File: src/verilog/info_status_pkg.sv
// package: offsets, bit positions and constants of the information status register
package info_status_pkg;
	localparam logic [7:0] info_two_offset = 8'h31;
	localparam logic [7:0] info_two_reset = 8'h00;
	localparam int bit_sync_regained = 7;
	localparam int bit_carrier_restored = 6;
	localparam int bit_tx_store_full = 5;
	localparam int bit_tx_store_empty = 4;
	localparam int bit_tx_slip = 3;
	localparam int bit_blue_cleared = 2;
	localparam int bit_rx_density = 1;
	localparam int bit_tx_density = 0;
	localparam int carrier_loss_zeros = 192;
	localparam int blue_clear_zeros = 6;
	localparam int blue_window_us = 3000;
	localparam int clk_period_ns = 10;
	localparam int blue_window_cycles = (blue_window_us * 1000) / clk_period_ns;
	// detector events that feed the register, one bit per flag
	typedef struct packed {
		logic sync_regained;
		logic carrier_restored;
		logic tx_store_full;
		logic tx_store_empty;
		logic tx_slip;
		logic blue_cleared;
		logic rx_density;
		logic tx_density;
	} event_s;
endpackage

File: src/verilog/info_status_two.sv
// per-framer information status register two with its condition detectors
// Function
// - An eight-bit register at 0x31 holds, msb first, sync regained, carrier restored, tx store full, tx store empty, tx slip, blue cleared, rx density and tx density.
// - Bit 7 sets when frame sync is attained and stays set until the register is read.
// - Bit 6 sets when carrier returns after a loss and stays set until read.
// - Bit 5 sets whenever the transmit elastic store fills and drops a frame.
// - Bit 4 sets whenever the transmit elastic store empties and repeats a frame.
// - Bit 3 sets whenever the transmit elastic store repeats or drops a frame.
// - Bit 2 sets when the all-ones alarm goes away and stays set until read.
// - Bit 1 sets when received data breaks the ones-density requirement.
// - Carrier loss is 192 consecutive received zeros; its end is the restore event.
// - The all-ones alarm clears when six or more zeros arrive within a 3 ms window.
module info_status_two #(
	parameter int window_cycles = info_status_pkg::blue_window_cycles
) (
	input wire logic clk,
	input wire logic sys_rst,
	input wire logic rd_strobe,
	input wire logic [7:0] rd_addr,
	output logic [7:0] rd_data,
	input wire logic rx_bit_valid,
	input wire logic rx_zero,
	input wire logic sync_loss_condition,
	input wire logic tx_store_full_event,
	input wire logic tx_store_empty_event,
	input wire logic rx_density_event,
	input wire logic tx_density_event,
	output logic carrier_loss_condition,
	output logic all_ones_alarm
);
	// refuse a window too short for the counter to wrap
	if (window_cycles < 2) begin : g_bad_window
		$error("window_cycles too small");
	end

	info_status_pkg::event_s ev;
	logic [7:0] flags;
	logic hit;
	logic [7:0] zero_run;
	logic prev_sync_loss;
	logic prev_carrier_loss;
	logic prev_alarm;
	logic [31:0] win_count;
	logic [3:0] win_zeros;
	logic [3:0] zeros_now;

	assign hit = rd_strobe && (rd_addr == info_status_pkg::info_two_offset);

	// count consecutive received zeros, saturating at the loss threshold
	always_ff @(posedge clk or posedge sys_rst) begin
		if (sys_rst) begin
			zero_run <= 8'h00;
			carrier_loss_condition <= 1'b0;
		end else if (rx_bit_valid) begin
			if (!rx_zero) begin
				zero_run <= 8'h00;
				carrier_loss_condition <= 1'b0;
			end else if (zero_run < 8'(info_status_pkg::carrier_loss_zeros)) begin
				zero_run <= zero_run + 8'h01;
				if (zero_run == 8'(info_status_pkg::carrier_loss_zeros - 1)) begin
					carrier_loss_condition <= 1'b1;
				end
			end
		end
	end

	// zeros of the running window; a zero on its last cycle must count too
	assign zeros_now = (rx_bit_valid && rx_zero && win_zeros != 4'hf) ?
		win_zeros + 4'h1 : win_zeros;

	// window of fixed length; alarm decided on zeros seen at its end
	always_ff @(posedge clk or posedge sys_rst) begin
		if (sys_rst) begin
			win_count <= 32'h0;
			win_zeros <= 4'h0;
			all_ones_alarm <= 1'b0;
		end else if (win_count == 32'(window_cycles - 1)) begin
			win_count <= 32'h0;
			win_zeros <= 4'h0;
			all_ones_alarm <= (zeros_now < 4'(info_status_pkg::blue_clear_zeros));
		end else begin
			win_count <= win_count + 32'h1;
			win_zeros <= zeros_now;
		end
	end

	// previous levels for falling-edge events
	always_ff @(posedge clk or posedge sys_rst) begin
		if (sys_rst) begin
			prev_sync_loss <= 1'b1;
			prev_carrier_loss <= 1'b0;
			prev_alarm <= 1'b0;
		end else begin
			prev_sync_loss <= sync_loss_condition;
			prev_carrier_loss <= carrier_loss_condition;
			prev_alarm <= all_ones_alarm;
		end
	end

	// event map; slip is either store event
	always_comb begin
		ev.sync_regained = prev_sync_loss && !sync_loss_condition;
		ev.carrier_restored = prev_carrier_loss && !carrier_loss_condition;
		ev.tx_store_full = tx_store_full_event;
		ev.tx_store_empty = tx_store_empty_event;
		ev.tx_slip = tx_store_full_event || tx_store_empty_event;
		ev.blue_cleared = prev_alarm && !all_ones_alarm;
		ev.rx_density = rx_density_event;
		ev.tx_density = tx_density_event;
	end

	// one sticky cell per bit, packed order matches the register layout
	for (genvar i = 0; i < 8; i++) begin : g_flag
		sticky_bit u_bit (
			.clk(clk),
			.sys_rst(sys_rst),
			.set_pulse(ev[i]),
			.clear_pulse(hit),
			.flag(flags[i])
		);
	end

	// read data registered; value before the clear is returned
	always_ff @(posedge clk or posedge sys_rst) begin
		if (sys_rst) begin
			rd_data <= info_status_pkg::info_two_reset;
		end else if (hit) begin
			rd_data <= flags;
		end
	end

	// a read with no slip event in its cycle clears the slip flag
	chk_read_clears: assert property (@(posedge clk) disable iff (sys_rst)
		hit && !ev[info_status_pkg::bit_tx_slip] |=> !flags[info_status_pkg::bit_tx_slip])
		else $error("slip flag survived a read");

	// a tx store full event is never lost, read or not
	chk_set_wins: assert property (@(posedge clk) disable iff (sys_rst)
		ev.tx_store_full |=> flags[info_status_pkg::bit_tx_store_full])
		else $error("full event lost");

	// sync regained stays until a read
	chk_sticky_hold: assert property (@(posedge clk) disable iff (sys_rst)
		flags[info_status_pkg::bit_sync_regained] && !hit
		|=> flags[info_status_pkg::bit_sync_regained])
		else $error("sync flag dropped without read");

	// no flag of any kind drops without a read of this register
	chk_flags_kept: assert property (@(posedge clk) disable iff (sys_rst)
		!hit |=> (flags & $past(flags)) == $past(flags))
		else $error("flag dropped without read");

	// the end of sync loss raises the sync regained flag
	chk_sync_regain: assert property (@(posedge clk) disable iff (sys_rst)
		$fell(sync_loss_condition) |=> flags[info_status_pkg::bit_sync_regained])
		else $error("sync regain not flagged");

	// a full store raises full and slip together
	chk_full_sets: assert property (@(posedge clk) disable iff (sys_rst)
		tx_store_full_event
		|=> flags[info_status_pkg::bit_tx_store_full] && flags[info_status_pkg::bit_tx_slip])
		else $error("full did not set slip");

	// an empty store raises empty and slip together
	chk_slip_any: assert property (@(posedge clk) disable iff (sys_rst)
		tx_store_empty_event
		|=> flags[info_status_pkg::bit_tx_store_empty] && flags[info_status_pkg::bit_tx_slip])
		else $error("empty did not set slip");

	// carrier loss rises exactly on the last zero of the run
	chk_carrier_set: assert property (@(posedge clk) disable iff (sys_rst)
		$rose(carrier_loss_condition)
		|-> $past(zero_run) == 8'(info_status_pkg::carrier_loss_zeros - 1))
		else $error("carrier loss at wrong count");

	// the loss level follows the saturated zero count
	chk_carrier_level: assert property (@(posedge clk) disable iff (sys_rst)
		carrier_loss_condition == (zero_run == 8'(info_status_pkg::carrier_loss_zeros)))
		else $error("carrier loss level out of step");

	// a received one ends the loss and restarts the count
	chk_carrier_clear: assert property (@(posedge clk) disable iff (sys_rst)
		rx_bit_valid && !rx_zero |=> !carrier_loss_condition && zero_run == 8'h00)
		else $error("carrier loss not cleared by a one");

	// the end of carrier loss raises the restore flag
	chk_carrier_back: assert property (@(posedge clk) disable iff (sys_rst)
		$fell(carrier_loss_condition) |=> flags[info_status_pkg::bit_carrier_restored])
		else $error("carrier restore not flagged");

	// the end of the all-ones alarm raises the blue cleared flag
	chk_blue_back: assert property (@(posedge clk) disable iff (sys_rst)
		$fell(all_ones_alarm) |=> flags[info_status_pkg::bit_blue_cleared])
		else $error("blue clear not flagged");

	// the alarm only moves at a window end
	chk_alarm_steady: assert property (@(posedge clk) disable iff (sys_rst)
		win_count != 32'(window_cycles - 1) |=> $stable(all_ones_alarm))
		else $error("alarm moved inside a window");

	// enough zeros in a window clear the alarm
	chk_alarm_clears: assert property (@(posedge clk) disable iff (sys_rst)
		win_count == 32'(window_cycles - 1) && zeros_now >= 4'(info_status_pkg::blue_clear_zeros)
		|=> !all_ones_alarm)
		else $error("alarm kept despite zeros");

	// a window with no zeros at all raises the alarm
	chk_alarm_sets: assert property (@(posedge clk) disable iff (sys_rst)
		win_count == 32'(window_cycles - 1) && zeros_now == 4'h0 |=> all_ones_alarm)
		else $error("alarm not raised on all ones");

	// the window counter never runs past its length
	chk_window_bound: assert property (@(posedge clk) disable iff (sys_rst)
		win_count < 32'(window_cycles))
		else $error("window counter overran");

	// both density events in one cycle land in both flags
	chk_density_set: assert property (@(posedge clk) disable iff (sys_rst)
		rx_density_event && tx_density_event
		|=> flags[info_status_pkg::bit_rx_density] && flags[info_status_pkg::bit_tx_density])
		else $error("density flags not set");

	// receive density violation alone
	chk_rx_density: assert property (@(posedge clk) disable iff (sys_rst)
		rx_density_event |=> flags[info_status_pkg::bit_rx_density])
		else $error("rx density flag not set");

	// transmit density violation alone
	chk_tx_density: assert property (@(posedge clk) disable iff (sys_rst)
		tx_density_event |=> flags[info_status_pkg::bit_tx_density])
		else $error("tx density flag not set");

	// a hit returns the flags as they stood before the clear
	chk_read_data: assert property (@(posedge clk) disable iff (sys_rst)
		hit |=> rd_data == $past(flags))
		else $error("read data mismatch");

	// other addresses leave the read data alone
	chk_miss_holds: assert property (@(posedge clk) disable iff (sys_rst)
		!hit |=> $stable(rd_data))
		else $error("read data moved without a hit");
endmodule // info_status_two

File: src/verilog/sticky_bit.sv
// one sticky flag: set by an event, cleared by a register read, set wins
module sticky_bit (
	input wire logic clk,
	input wire logic sys_rst,
	input wire logic set_pulse,
	input wire logic clear_pulse,
	output logic flag
);
	// a set arriving with the clearing read is kept so no event is lost
	always_ff @(posedge clk or posedge sys_rst) begin
		if (sys_rst) begin
			flag <= 1'b0;
		end else if (set_pulse) begin
			flag <= 1'b1;
		end else if (clear_pulse) begin
			flag <= 1'b0;
		end
	end
endmodule // sticky_bit
File: config.mk
export PLATFORM = sky130hd
export DESIGN_NAME = info_status_two
export DESIGN_NICKNAME = d
export VERILOG_FILES = /design/src/verilog/info_status_pkg.sv /design/src/verilog/info_status_two.sv /design/src/verilog/sticky_bit.sv
export SDC_FILE = /design/constraint.sdc
export NUM_CORES = 1
export LEC_CHECK = 0
export ABC_AREA = 0
export BUFFER_PORTS_ARGS = -buffer_cell sky130_fd_sc_hd__buf_2
export CORE_UTILIZATION = 50
export CTS_BUF_LIST = sky130_fd_sc_hd__clkbuf_16
export DETAILED_ROUTE_END_ITERATION = 8
export GPL_TIMING_DRIVEN = 0
export PLACE_DENSITY = 0.72
export SLEW_MARGIN = 20
export SYNTH_ARGS = -nofsm -noshare
export SYNTH_HDL_FRONTEND = slang
export SYNTH_SLANG_ARGS = --single-unit
File: constraint.sdc
create_clock -name clk -period 2.85 [get_ports clk]
set_clock_uncertainty 0.15 [all_clocks]
set_input_delay 0.1425 -clock clk [delete_from_list [all_inputs] [get_ports clk]]
set_output_delay 0.1425 -clock clk [all_outputs]
set_load 0.005 [all_outputs]
# Word level (Yosys, flattened, before mapping)
# Cells that the tools add are included.
[totals] register_bits=65 latch_bits=0 mem_bits_rw=0 rom_bits=0 out_inout_bits=10 elab_cells=65 memories=0
[classes] n_addsub=3 n_mul=0 n_div=0 n_lt_le_gt_ge=2 n_eq_ne=6 shifts=0 mux=17 bitwise_logic=0 reduce_logical=20
[ops] operator="adder 32 x 1 -> 32 bit (second input constant)" count=1
[ops] operator="equality test 32 x 19 -> 1 bit (second input constant)" count=1
[ops] operator="two-way mux 32 bit" count=1
[ops] operator="two-way mux 8 bit" count=2
[ops] operator="nonzero test 2 bit" count=8
[ops] operator="two-way mux 1 bit" count=12
[ops] operator="adder 8 x 1 -> 8 bit (second input constant)" count=1
[ops] operator="equality test 8 x 6 -> 1 bit (second input constant)" count=1
[ops] operator="equality test 8 bit (second input constant)" count=1
[ops] operator="less-than comparator 8 bit (second input constant)" count=1
[ops] operator="two-way mux 4 bit" count=2
[ops] operator="logical AND 1 bit" count=6
[ops] operator="adder 4 x 1 -> 4 bit (second input constant)" count=1
[ops] operator="less-than comparator 4 x 3 -> 1 bit (second input constant)" count=1
[ops] operator="!= test 2 x 1 -> 1 bit (second input constant)" count=2
[ops] operator="!= test 4 bit (second input constant)" count=1
[ops] operator="logical NOT 1 bit" count=3
[ops] operator="AND reduction 3 bit" count=1
[ops] operator="AND reduction 2 bit" count=1
[ops] operator="logical OR 1 bit" count=1

# Depth between registers and ports, before layout
# Gate-level depths: netlist (run 1).
[depth] word_depth=4 mapped_depth=6 mapped_depth_nobuf=5

# By module
# Synthesis (run 1) repeated with hierarchy kept, for this count alone.
[hier_totals] cells_unflattened=296 area_unflattened_um2=3071.7
[modules_own_cells] module="info_status_two" instances=1 cells_each=264 area_each_um2=2751.4
[modules_own_cells] module="sticky_bit" instances=8 cells_each=4 area_each_um2=40.0

# Least setup slack after synthesis (run 1)
# OpenSTA, ideal clock, no wires.
[synth_timing] path_type="reg2reg" startpoint="reg win_count[5]" endpoint="reg win_count[18]" setup_time_ns=0.074 arrival_ns=1.836 required_ns=2.626 setup_slack_ns=0.790 stages_incl_launch_ff=7 path_buffers=2 synth_period_minus_slack_ns=2.060 cell_sequence="dfrtp_1 > buf_4 > and3_1 > or4b_1 > buf_2 > or4b_4 > a21oi_2"
[synth_via] elab_chain_cells=2 elab_cells_between_ends=3 cone_classes="1 x add/sub; 1 x eq/ne; 1 x mux"
[synth_rtl] element="from (decl)" line="info_status_two.sv:43" text="logic [31:0] win_count;"
[synth_rtl] element="from (signal assigned)" line="info_status_two.sv:82" text="win_count <= win_count + 32'h1;"
[synth_rtl] element="adder 32 x 1 -> 32 bit / equality test 32 x 19 -> 1 bit (equally long branches)" line="info_status_two.sv:82, info_status_two.sv:77"
[synth_rtl] element="two-way mux 32 bit *" line="info_status_two.sv:77" text="end else if (win_count == 32'(window_cycles - 1)) begin"
# Mark *: on every way between the ends. The rest lies on a longest branch, timed or not.
# A chain may end at the register's enable or synchronous reset.

# Final worst setup path (run 1)
[layout_timing] startpoint="reg win_count[5]" endpoint="reg win_count[3]"
[layout_via] elab_chain_cells=2
[layout_rtl] element="equality test 32 x 19 -> 1 bit" line="info_status_two.sv:77"
[layout_rtl] element="two-way mux 32 bit" line="info_status_two.sv:77"
# Every way passes these cells.

==> results of run 1 <==
[logic make-up after synthesis]
group           after synthesis  share of synthesized area, %
compound gates               34                          7.77
xor+xnor                     29                          8.52
fa+ha+maj                     3                          1.26
simple gates                114                          21.2
buf+inv                      21                          2.86
mux                          10                          3.74
flops                        65                          54.6
[timing repair]
item,CTS,global route
hold endpoints to repair,71,0
gates resized for setup,0,1
hold buffers,6,0
setup endpoints to repair,0,3
[per-stage QoR]
stage	cell area [um^2]	total power [mW]	cells	utilization, %	hold slack, ns
floorplan	2980	1.16	276	-	-0.00302
global placement	3200	1.21	374	56.7	0.108
detailed placement	3230	1.22	375	57.3	-0.0905
CTS	3600	2.37	397	63.9	0.0111
global route	3610	2.45	397	64.0	0.0454
finish	3610	2.35	397	64.0	0.0245
[flip-flops by register name (all words and copies together), names as in the netlist]
name,cells
all_ones_alarm,1
carrier_loss_condition,1
g_flag.u_bit.flag,8
prev_alarm,1
prev_carrier_loss,1
prev_sync_loss,1
rd_data,8
win_count,32
win_zeros,4
zero_run,8
[Yosys cell counts, drive strengths merged, types with 6 or more instances]
cell    n  share of area (%)
mux2    9                3.4
xnor2   8                2.4
o21ai  10                1.7
nor3   10                1.7
nor2   19                2.4
and4    6                1.8
xor2   21                6.2
nand4  12                2.5
inv    13                1.6
dfrtp  64                 54
nand3  18                3.0
nand2  19                2.4
nor4   10                2.1
[area by class of cell]
cell class / count / area [um^2]
Clock inverter: 7 / 86.3
Tap cell: 72 / 90.1
Fill cell: 447 / 2030
Timing Repair Buffer: 33 / 218
Sequential cell: 65 / 1630
Clock buffer: 9 / 225
Multi-Input combinational cell: 190 / 1270
Inverter: 13 / 51.3
Buffer: 8 / 36.3
[metal layers]
| metal | track usage (%) | vias up | wire, um |
|---|---|---|---|
| met1 | 27.0 | 1115 | 2610 |
| li1 | - | 1093 | - |
| met4 | 7.09 | 0 | 81 |
| met3 | 7.24 | 8 | 298 |
| met5 | 0 | - | 0 |
| met2 | 31.6 | 56 | 2700 |
[final timing paths]
check	startpoint	end	cells past startpoint
min in group asynchronous	sys_rst	win_count[29]	3
worst min register to register	carrier_loss_condition	prev_carrier_loss	0
max in group asynchronous	sys_rst	prev_sync_loss	4
worst max-delay path	win_count[5]	win_count[3]	6
worst max register to register	win_count[5]	win_count[3]	6
worst min-delay path	rx_zero	zero_run[6]	3
[cells in the final DEF, fill, tap and decap left out, types with 10 or more instances in the layout]
cell type and instances:
nor2_1 19, xor2_1 21, nand3_1 18, buf_2 28
o21ai_0 10, nor3_1 10, dfrtp_1 64, nand2_1 19
inv_1 13, nand4_1 12
[worst reg2reg max path, cell delays in order (launching register included)]
cell,delay (ns)
dfrtp_1,0.35
buf_4,0.16
nor4b_1,0.35
nand4_1,0.24
nor4_2,0.49
clkbuf_1,0.49
nor2_1,0.11
[power by group]
| group | internal (mW) | switching [mW] | leakage, nW |
|---|---|---|---|
| Sequential | 0.971 | 0.0502 | 0.834 |
| Combinational | 0.0991 | 0.0944 | 0.657 |
| Clock | 0.756 | 0.380 | 0.158 |
| Total | 1.83 | 0.525 | 1.65 |
==> flow_summary.ini, run 1 <==
[run_status]
outcome = complete, no violations

[placed_design]
pre_cts_slack_ns = 0.235
dp_hpwl_mm = 3.79
portBuffers = 26
place_congestion = 0.776

[sta]
maxSlewHeadroom_pct = 64.0
min_period_over_period_pct = 86.6
setup_viol = 0
setup_ws_ns = 0.381
hold_viol_final = 0
maxSlewViolCount = 0
timing.fmax_mhz = 405
finalCriticalPeriod_ns = 2.47
fin_tns_setup_ns = 0
worst_pin_slew_ns = 0.540
rsz0062_at_grt = no

[clocking]
cts_tree = yes
cts_buffers = 9
cts_htree_levels = 3
root_buffer = clkbuf_16
cts_buffer_depth = 2
cts_setup_buffers = 0
cts_sinks = 65
clkLatencyLatePin_ns = 0.33
path_clk_slew_ns = 0.05

[yosys]
netlist-cell-type-count = 47
synthArstFlopShare_pct = 100
synth_cells = 276
yosys_warnings = 0
ys_ff_latch = 65
syn_avg_cell_area_um2 = 10.8
ys.flop_type = dfrtp_1
netlist_area_um2 = 2980
ys_seq_area_share_pct = 54.6
synth_edf_count = 0
synth_nets = 297

[critical_path]
path_cells = buf_4 > nor4b_1 > nand4_1 > nor4_2 > clkbuf_1 > nor2_1
worstPathRequired_ns = 2.88
crit_path_end_kind = flip-flop
crit_path_max_incr_delay_ns = 0.49
critical_path_class = reg -> reg
arrival_ns = 2.50
cp_top_family = simple AND/OR/NAND/NOR gates
path_buf_inv = 2
cpMaxStageDelayCell = nor4_2
r2r_slack_ns = 0.38
crit_fanout = 10
start_kind = flip-flop

[cells_and_area]
area_delta_synth_final_pct = 21.1
layout-drive-gt1-share_pct = 19.1
final_nets = 341
diodes = 0

[grt]
grt_max_degree = 57
antenna_found_initial = 0
grt_usage_pct = 20.6
grt_first_pass_wirelength_mm = 9.68
grt_overflow_total = 0
grt_pass1_vias = 2116

[drt]
vias = 2272
vias_per_cell = 5.72
firstDrtPassIters = 4
drtIter0Drc = 128
drtAntennaViolNets = 0
wirelength_mm = 5.69
wl_per_cell_um = 14.3
drc_errors = 0

[hold_path]
hold_class = in -> reg

[floorplan]
top_level_ports = 28
die-area_um2 = 6270
die_h_um = 79.2
chipWidth_um = 79.2
coreArea_um2 = 5640
initial_utilization_pct = 52.8
rows = 27

[run]
drv_cap = 0

[power]
power_density_nw_per_um2 = 652
vdd.ir_drop.worst_v = 0.000458
p_leak_nw = 1.65
Note: power is estimated with default switching activity, not from simulation.
==> inputs of run 2 (changes only) <==
--- a/config.mk
+++ b/config.mk
@@ -7,6 +7,7 @@
 export LEC_CHECK = 0
 export ABC_AREA = 0
 export BUFFER_PORTS_ARGS = -buffer_cell sky130_fd_sc_hd__buf_2
+export CORE_MARGIN = 2
 export CORE_UTILIZATION = 50
 export CTS_BUF_LIST = sky130_fd_sc_hd__clkbuf_16
 export DETAILED_ROUTE_END_ITERATION = 8
==> run 2 against run 1 <==
Compared with the run above: register-to-register slack hardly changed; sequential share of layout area increased by 0.41 points; worst setup slack improved by 0.00056 ns; largest power group is now sequential cells; clock power down 13%; fmax hardly changed; die area is 5.1% higher; critical path depth stayed put; core utilization fell by 2.8 points; first-iteration DRC count is 2.3% lower; critical endpoint is now win_count[5].
==> flow_summary.ini, run 2 (same netlist as run 1, synthesis figures left out) <==
[critical_path]
crit_fanout = 10
arrival_ns = 2.51
cpMaxStageDelayCell = clkbuf_1
start_kind = flip-flop
cp.depth = 6
worstPathRequired_ns = 2.89
crit_path_end_kind = flip-flop
path_buf_inv = 2
critical_path_class = reg -> reg
crit_path_max_incr_delay_ns = 0.47
cp_top_family = simple AND/OR/NAND/NOR gates
reg2reg_depth = 6
path_cells = buf_4 > nor4b_1 > nand4_1 > nor4_2 > clkbuf_1 > nor2_1

[cells_and_area]
layout-drive-gt1-share_pct = 19.3
fillCellCount = 480
largest-register = win_count
area_delta_synth_final_pct = 20.0
diodes = 0
largest_reg_flops = 32
fin_area_um2 = 3580
fin_util_pct = 61.1
multi_input_area_um2 = 1270
layout_common_cells = 64 x dfrtp_1, 28 x buf_2, 21 x xor2_1, 19 x nand2_1, 19 x nor2_1
seq_area_um2 = 1630
layout_commonest_cell = dfrtp_1
final_nets = 342

[power]
internal-power_mw = 1.65
p_total_mw = 2.20
p_leak_nw = 1.61
power_density_nw_per_um2 = 616
p_sw_share_pct = 24.9
p_clk_share_pct = 45.1
p_sw_mw = 0.549
p_comb_share_pct = 8.7
vdd.ir_drop.worst_v = 0.000392
power_frac_seq_pct = 46.3

[drt]
firstDrtPassIters = 4
drc_errors = 0
vias_per_cell = 5.62
drtIter0Drc = 125
wirelength_mm = 5.87
wl_per_cell_um = 14.6
vias = 2253
drtAntennaViolNets = 0

[hold_path]
hold_class = in -> async

[floorplan]
rows = 28
initial_utilization_pct = 50.9
die_h_um = 81.2
coreArea_um2 = 5850
chipWidth_um = 81.2
top_level_ports = 28
die-area_um2 = 6590

[sta]
min_period_over_period_pct = 86.6
hold_viol_final = 0
fin_tns_setup_ns = 0
timing.fmax_mhz = 405
finalCriticalPeriod_ns = 2.47
setup_viol = 0
maxSlewViolCount = 0
maxSlewHeadroom_pct = 64.9
worst_pin_slew_ns = 0.526
rsz0062_at_grt = no

[grt]
antenna_found_initial = 0
grt_first_pass_wirelength_mm = 9.67
grt_pass1_vias = 2170
grt_usage_pct = 19.7
grt_max_degree = 37
grt_overflow_total = 0

[clocking]
clkLatencyLatePin_ns = 0.33
cts_sinks = 65
cts_setup_buffers = 0
cts_tree = yes
cts_buffer_depth = 2
cts_buffers = 9
root_buffer = clkbuf_16
path_clk_slew_ns = 0.06
cts_htree_levels = 3

[placed_design]
dp_hpwl_mm = 3.94
place_congestion = 0.761
portBuffers = 26
place_area_um2 = 3230

[run]
drv_cap = 0

[run_status]
outcome = complete, no violations
[run 2: worst paths after layout]
check                                        from                    to  slack (ns)
setup / recovery                     win_count[5]          win_count[5]        0.38
hold / removal                            sys_rst  g_flag[5].u_bit.flag        0.20
setup reg to reg                     win_count[5]          win_count[5]        0.38
hold reg to reg            carrier_loss_condition     prev_carrier_loss        0.29
max in group asynchronous                 sys_rst          win_zeros[1]        1.85
min in group clk                     rx_bit_valid          win_zeros[3]        0.23
[run 2: area by class of cell]
type | instances | share of cell area [%]
sequential | 65 | 45.5
multi-input combinational | 190 | 35.6
clock buffer | 9 | 6.30
timing repair buffer | 34 | 6.16
tap | 75 | 2.62
inverter | 13 | 1.43
clock inverter | 7 | 1.33
buffer | 8 | 1.01
[run 2: repair_timing]
item	4_1_cts	5_1_grt
hold buffers	7	0
resized for setup	0	1
endpoints found under the setup margin	0	10
endpoints found under the hold margin	37	0
[run 2: metrics by stage]
| step | std cells | hold WS, ns | worst slack, ns |
|---|---|---|---|
| 2_1_floorplan | 276 | -0.00302 | 0.790 |
| 3_3_place_gp | 377 | 0.107 | 0.153 |
| 3_5_place_dp | 378 | 0.00928 | 0.188 |
| 4_1_cts | 401 | 0.199 | 0.158 |
| 5_1_grt | 401 | 0.225 | 0.110 |
| 6_report | 401 | 0.195 | 0.381 |
[run 2: tightest hold or removal path, stage by stage]
cell and delay (ns):
dlygate4sd3_1 0.53, buf_2 0.13, inv_4 0.28
[run 2: power by group through the flow]
| stage | clock network, mW | logic [mW] | registers, mW |
|---|---|---|---|
| after floorplan | 0 | 0.135 | 1.02 |
| after global placement | 0 | 0.177 | 1.03 |
| after detailed placement | 0 | 0.187 | 1.03 |
| after CTS | 1.01 | 0.195 | 1.02 |
| after global routing | 1.05 | 0.217 | 1.03 |
| final | 0.993 | 0.191 | 1.02 |
[run 2: layer usage]
metal / global-route usage (%) / vias up / part of all wire (%)
li1: - / 1093 / -
met1: 24.3 / 1105 / 46
met2: 31.2 / 46 / 47
met3: 6.78 / 9 / 5.2
met4: 8.98 / 0 / 1.8
met5: 0 / - / 0
==> inputs of run 3 (changes only) <==
--- a/config.mk
+++ b/config.mk
@@ -13,6 +13,7 @@
 export DETAILED_ROUTE_END_ITERATION = 8
 export GPL_TIMING_DRIVEN = 0
 export PLACE_DENSITY = 0.72
+export SETUP_SLACK_MARGIN = 0.4
 export SLEW_MARGIN = 20
 export SYNTH_ARGS = -nofsm -noshare
 export SYNTH_HDL_FRONTEND = slang
==> run 3 against run 2 <==
Compared with the run above: routed wire length is 0.10% higher; global-route usage unchanged; largest cell class unchanged; sequential share of layout area fell by 0.13 points.
==> flow_summary.ini, run 3 (same netlist as run 1, synthesis figures left out) <==
[critical_path]
crit_path_end_kind = flip-flop
path_cells = buf_4 > nor4b_1 > nand4_1 > nor4_4 > clkbuf_2 > a211oi_1
arrival_ns = 2.29
reg2reg_depth = 6
worstPathRequired_ns = 2.90
cpMaxStageDelayCell = nor4_4
crit_fanout = 10
r2r_slack_ns = 0.62
r2r-start = win_count[5]
critical_path_class = reg -> reg
timing.rr.end = win_zeros[2]
start_kind = flip-flop
crit_path_max_incr_delay_ns = 0.39

[cells_and_area]
fillCellCount = 480
fin_cells = 401
largest-register = win_count
layout-drive-gt1-share_pct = 19.6
diodes = 0
layout_commonest_cell = dfrtp_1
fin_util_pct = 61.3
area_delta_synth_final_pct = 20.3
layout_common_cells = 64 x dfrtp_1, 28 x buf_2, 21 x xor2_1, 19 x nand2_1, 19 x nor2_1
final_nets = 342
largest_reg_flops = 32

[placed_design]
place_congestion = 0.761
dp_hpwl_mm = 3.94
dp_cells = 378
portBuffers = 26

[floorplan]
rows = 28
top_level_ports = 28
die_h_um = 81.2
initial_utilization_pct = 50.9
chipWidth_um = 81.2
die-area_um2 = 6590
coreArea_um2 = 5850

[sta]
timing.fmax_mhz = 448
finalCriticalPeriod_ns = 2.23
fin_tns_setup_ns = 0
min_period_over_period_pct = 78.4
whs_ns = 0.194
rsz0062_at_grt = no
maxSlewViolCount = 0
maxSlewHeadroom_pct = 67.2
hold_viol_final = 0
worst_pin_slew_ns = 0.491
setup_viol = 0

[clocking]
cts_buffers = 9
cts_sinks = 65
clkLatencyLatePin_ns = 0.34
path_clk_slew_ns = 0.06
root_buffer = clkbuf_16
cts_tree = yes
cts_htree_levels = 3
cts_buffer_depth = 2

[power]
p_leak_nw = 1.63
vdd.ir_drop.worst_v = 0.000394
p_clk_share_pct = 45.2
power_density_nw_per_um2 = 616
p_total_mw = 2.21
internal-power_mw = 1.65
p_sw_mw = 0.554
p_comb_share_pct = 8.7
p_sw_share_pct = 25.1
power_frac_seq_pct = 46.2

[drt]
wirelength_mm = 5.87
drc_errors = 0
firstDrtPassIters = 4
vias_per_cell = 5.60
drtIter0Drc = 134
vias = 2247
drtAntennaViolNets = 0
wl_per_cell_um = 14.6

[run_status]
outcome = complete, no violations

[run]
drv_cap = 0

[grt]
antenna_found_initial = 0
grt_pass1_vias = 2162
grt_max_degree = 37
grt_usage_pct = 19.7
grt_first_pass_wirelength_mm = 9.69
grt_overflow_total = 0

[hold_path]
hold_class = in -> async
[run 3: cell types whose count changed in the layout (fill, tap and decap cells not counted)]
cell,delta
nor4_4,+1
clkbuf_2,+1
clkbuf_1,-1
nor4_2,-1
[run 3: stage by stage]
step / instance area [um^2] / setup WS (ns)
after floorplan: 2980 / 0.790
after global placement: 3200 / 0.153
after detailed placement: 3230 / 0.188
after CTS: 3580 / 0.522
after global routing: 3590 / 0.432
final: 3590 / 0.615
[run 3: routing by layer]
layer | up-vias | share of wire [%] | GRT usage (%)
li1 | 1096 | - | -
met1 | 1090 | 46 | 24.4
met2 | 49 | 47 | 31.3
met3 | 12 | 4.9 | 6.67
met4 | 0 | 2.0 | 8.81
met5 | - | 0 | 0
[run 3: cell type report]
class                   count  area (um^2)  area share, %
plain buffers               8         37.5           1.05
clock buffers               9          225           6.28
clock inverters             7         47.5           1.33
inverters                  13         51.3           1.43
multi-input cells         190         1280           35.8
flip-flops and latches     65         1630           45.4
well taps                  75         93.8           2.62
repair buffers             34          220           6.14
[run 3: how the worst max path moves through the flow]
| stage | end | slack, ns | start |
|---|---|---|---|
| floorplan | win_count[18] | 0.79 | win_count[5] |
| global placement | zero_run[2] | 0.15 | sys_rst |
| detailed placement | win_zeros[2] | 0.19 | win_count[5] |
| CTS | win_count[5] | 0.52 | win_count[5] |
| global route | win_zeros[2] | 0.43 | win_count[5] |
| finish | win_zeros[2] | 0.62 | win_count[5] |
[run 3: critical path, delay by kind of cell, from the launching register on]
kind                   cells  cell delay [ns]
DFF                        1             0.37
and+or+nand+nor            3             1.02
AOI/OAI and AO/OA          1             0.08
buffers and inverters      2             0.49
[run 3: power by group through the flow]
stage | Sequential, mW | Clock (mW) | Combinational, mW
after floorplan | 1.02 | 0 | 0.135
after global placement | 1.03 | 0 | 0.177
after detailed placement | 1.03 | 0 | 0.187
after CTS | 1.02 | 1.01 | 0.195
after global routing | 1.03 | 1.05 | 0.217
final | 1.02 | 0.997 | 0.191
[run 3: what timing repair did]
| item | in CTS | in global routing |
|---|---|---|
| endpoints found under the setup margin | 11 | 10 |
| pin swaps | 0 | 0 |
| setup buffers | 0 | 0 |
| gates resized for setup | 2 | 1 |
| hold buffers | 7 | 0 |
| endpoints found under the hold margin | 37 | 0 |
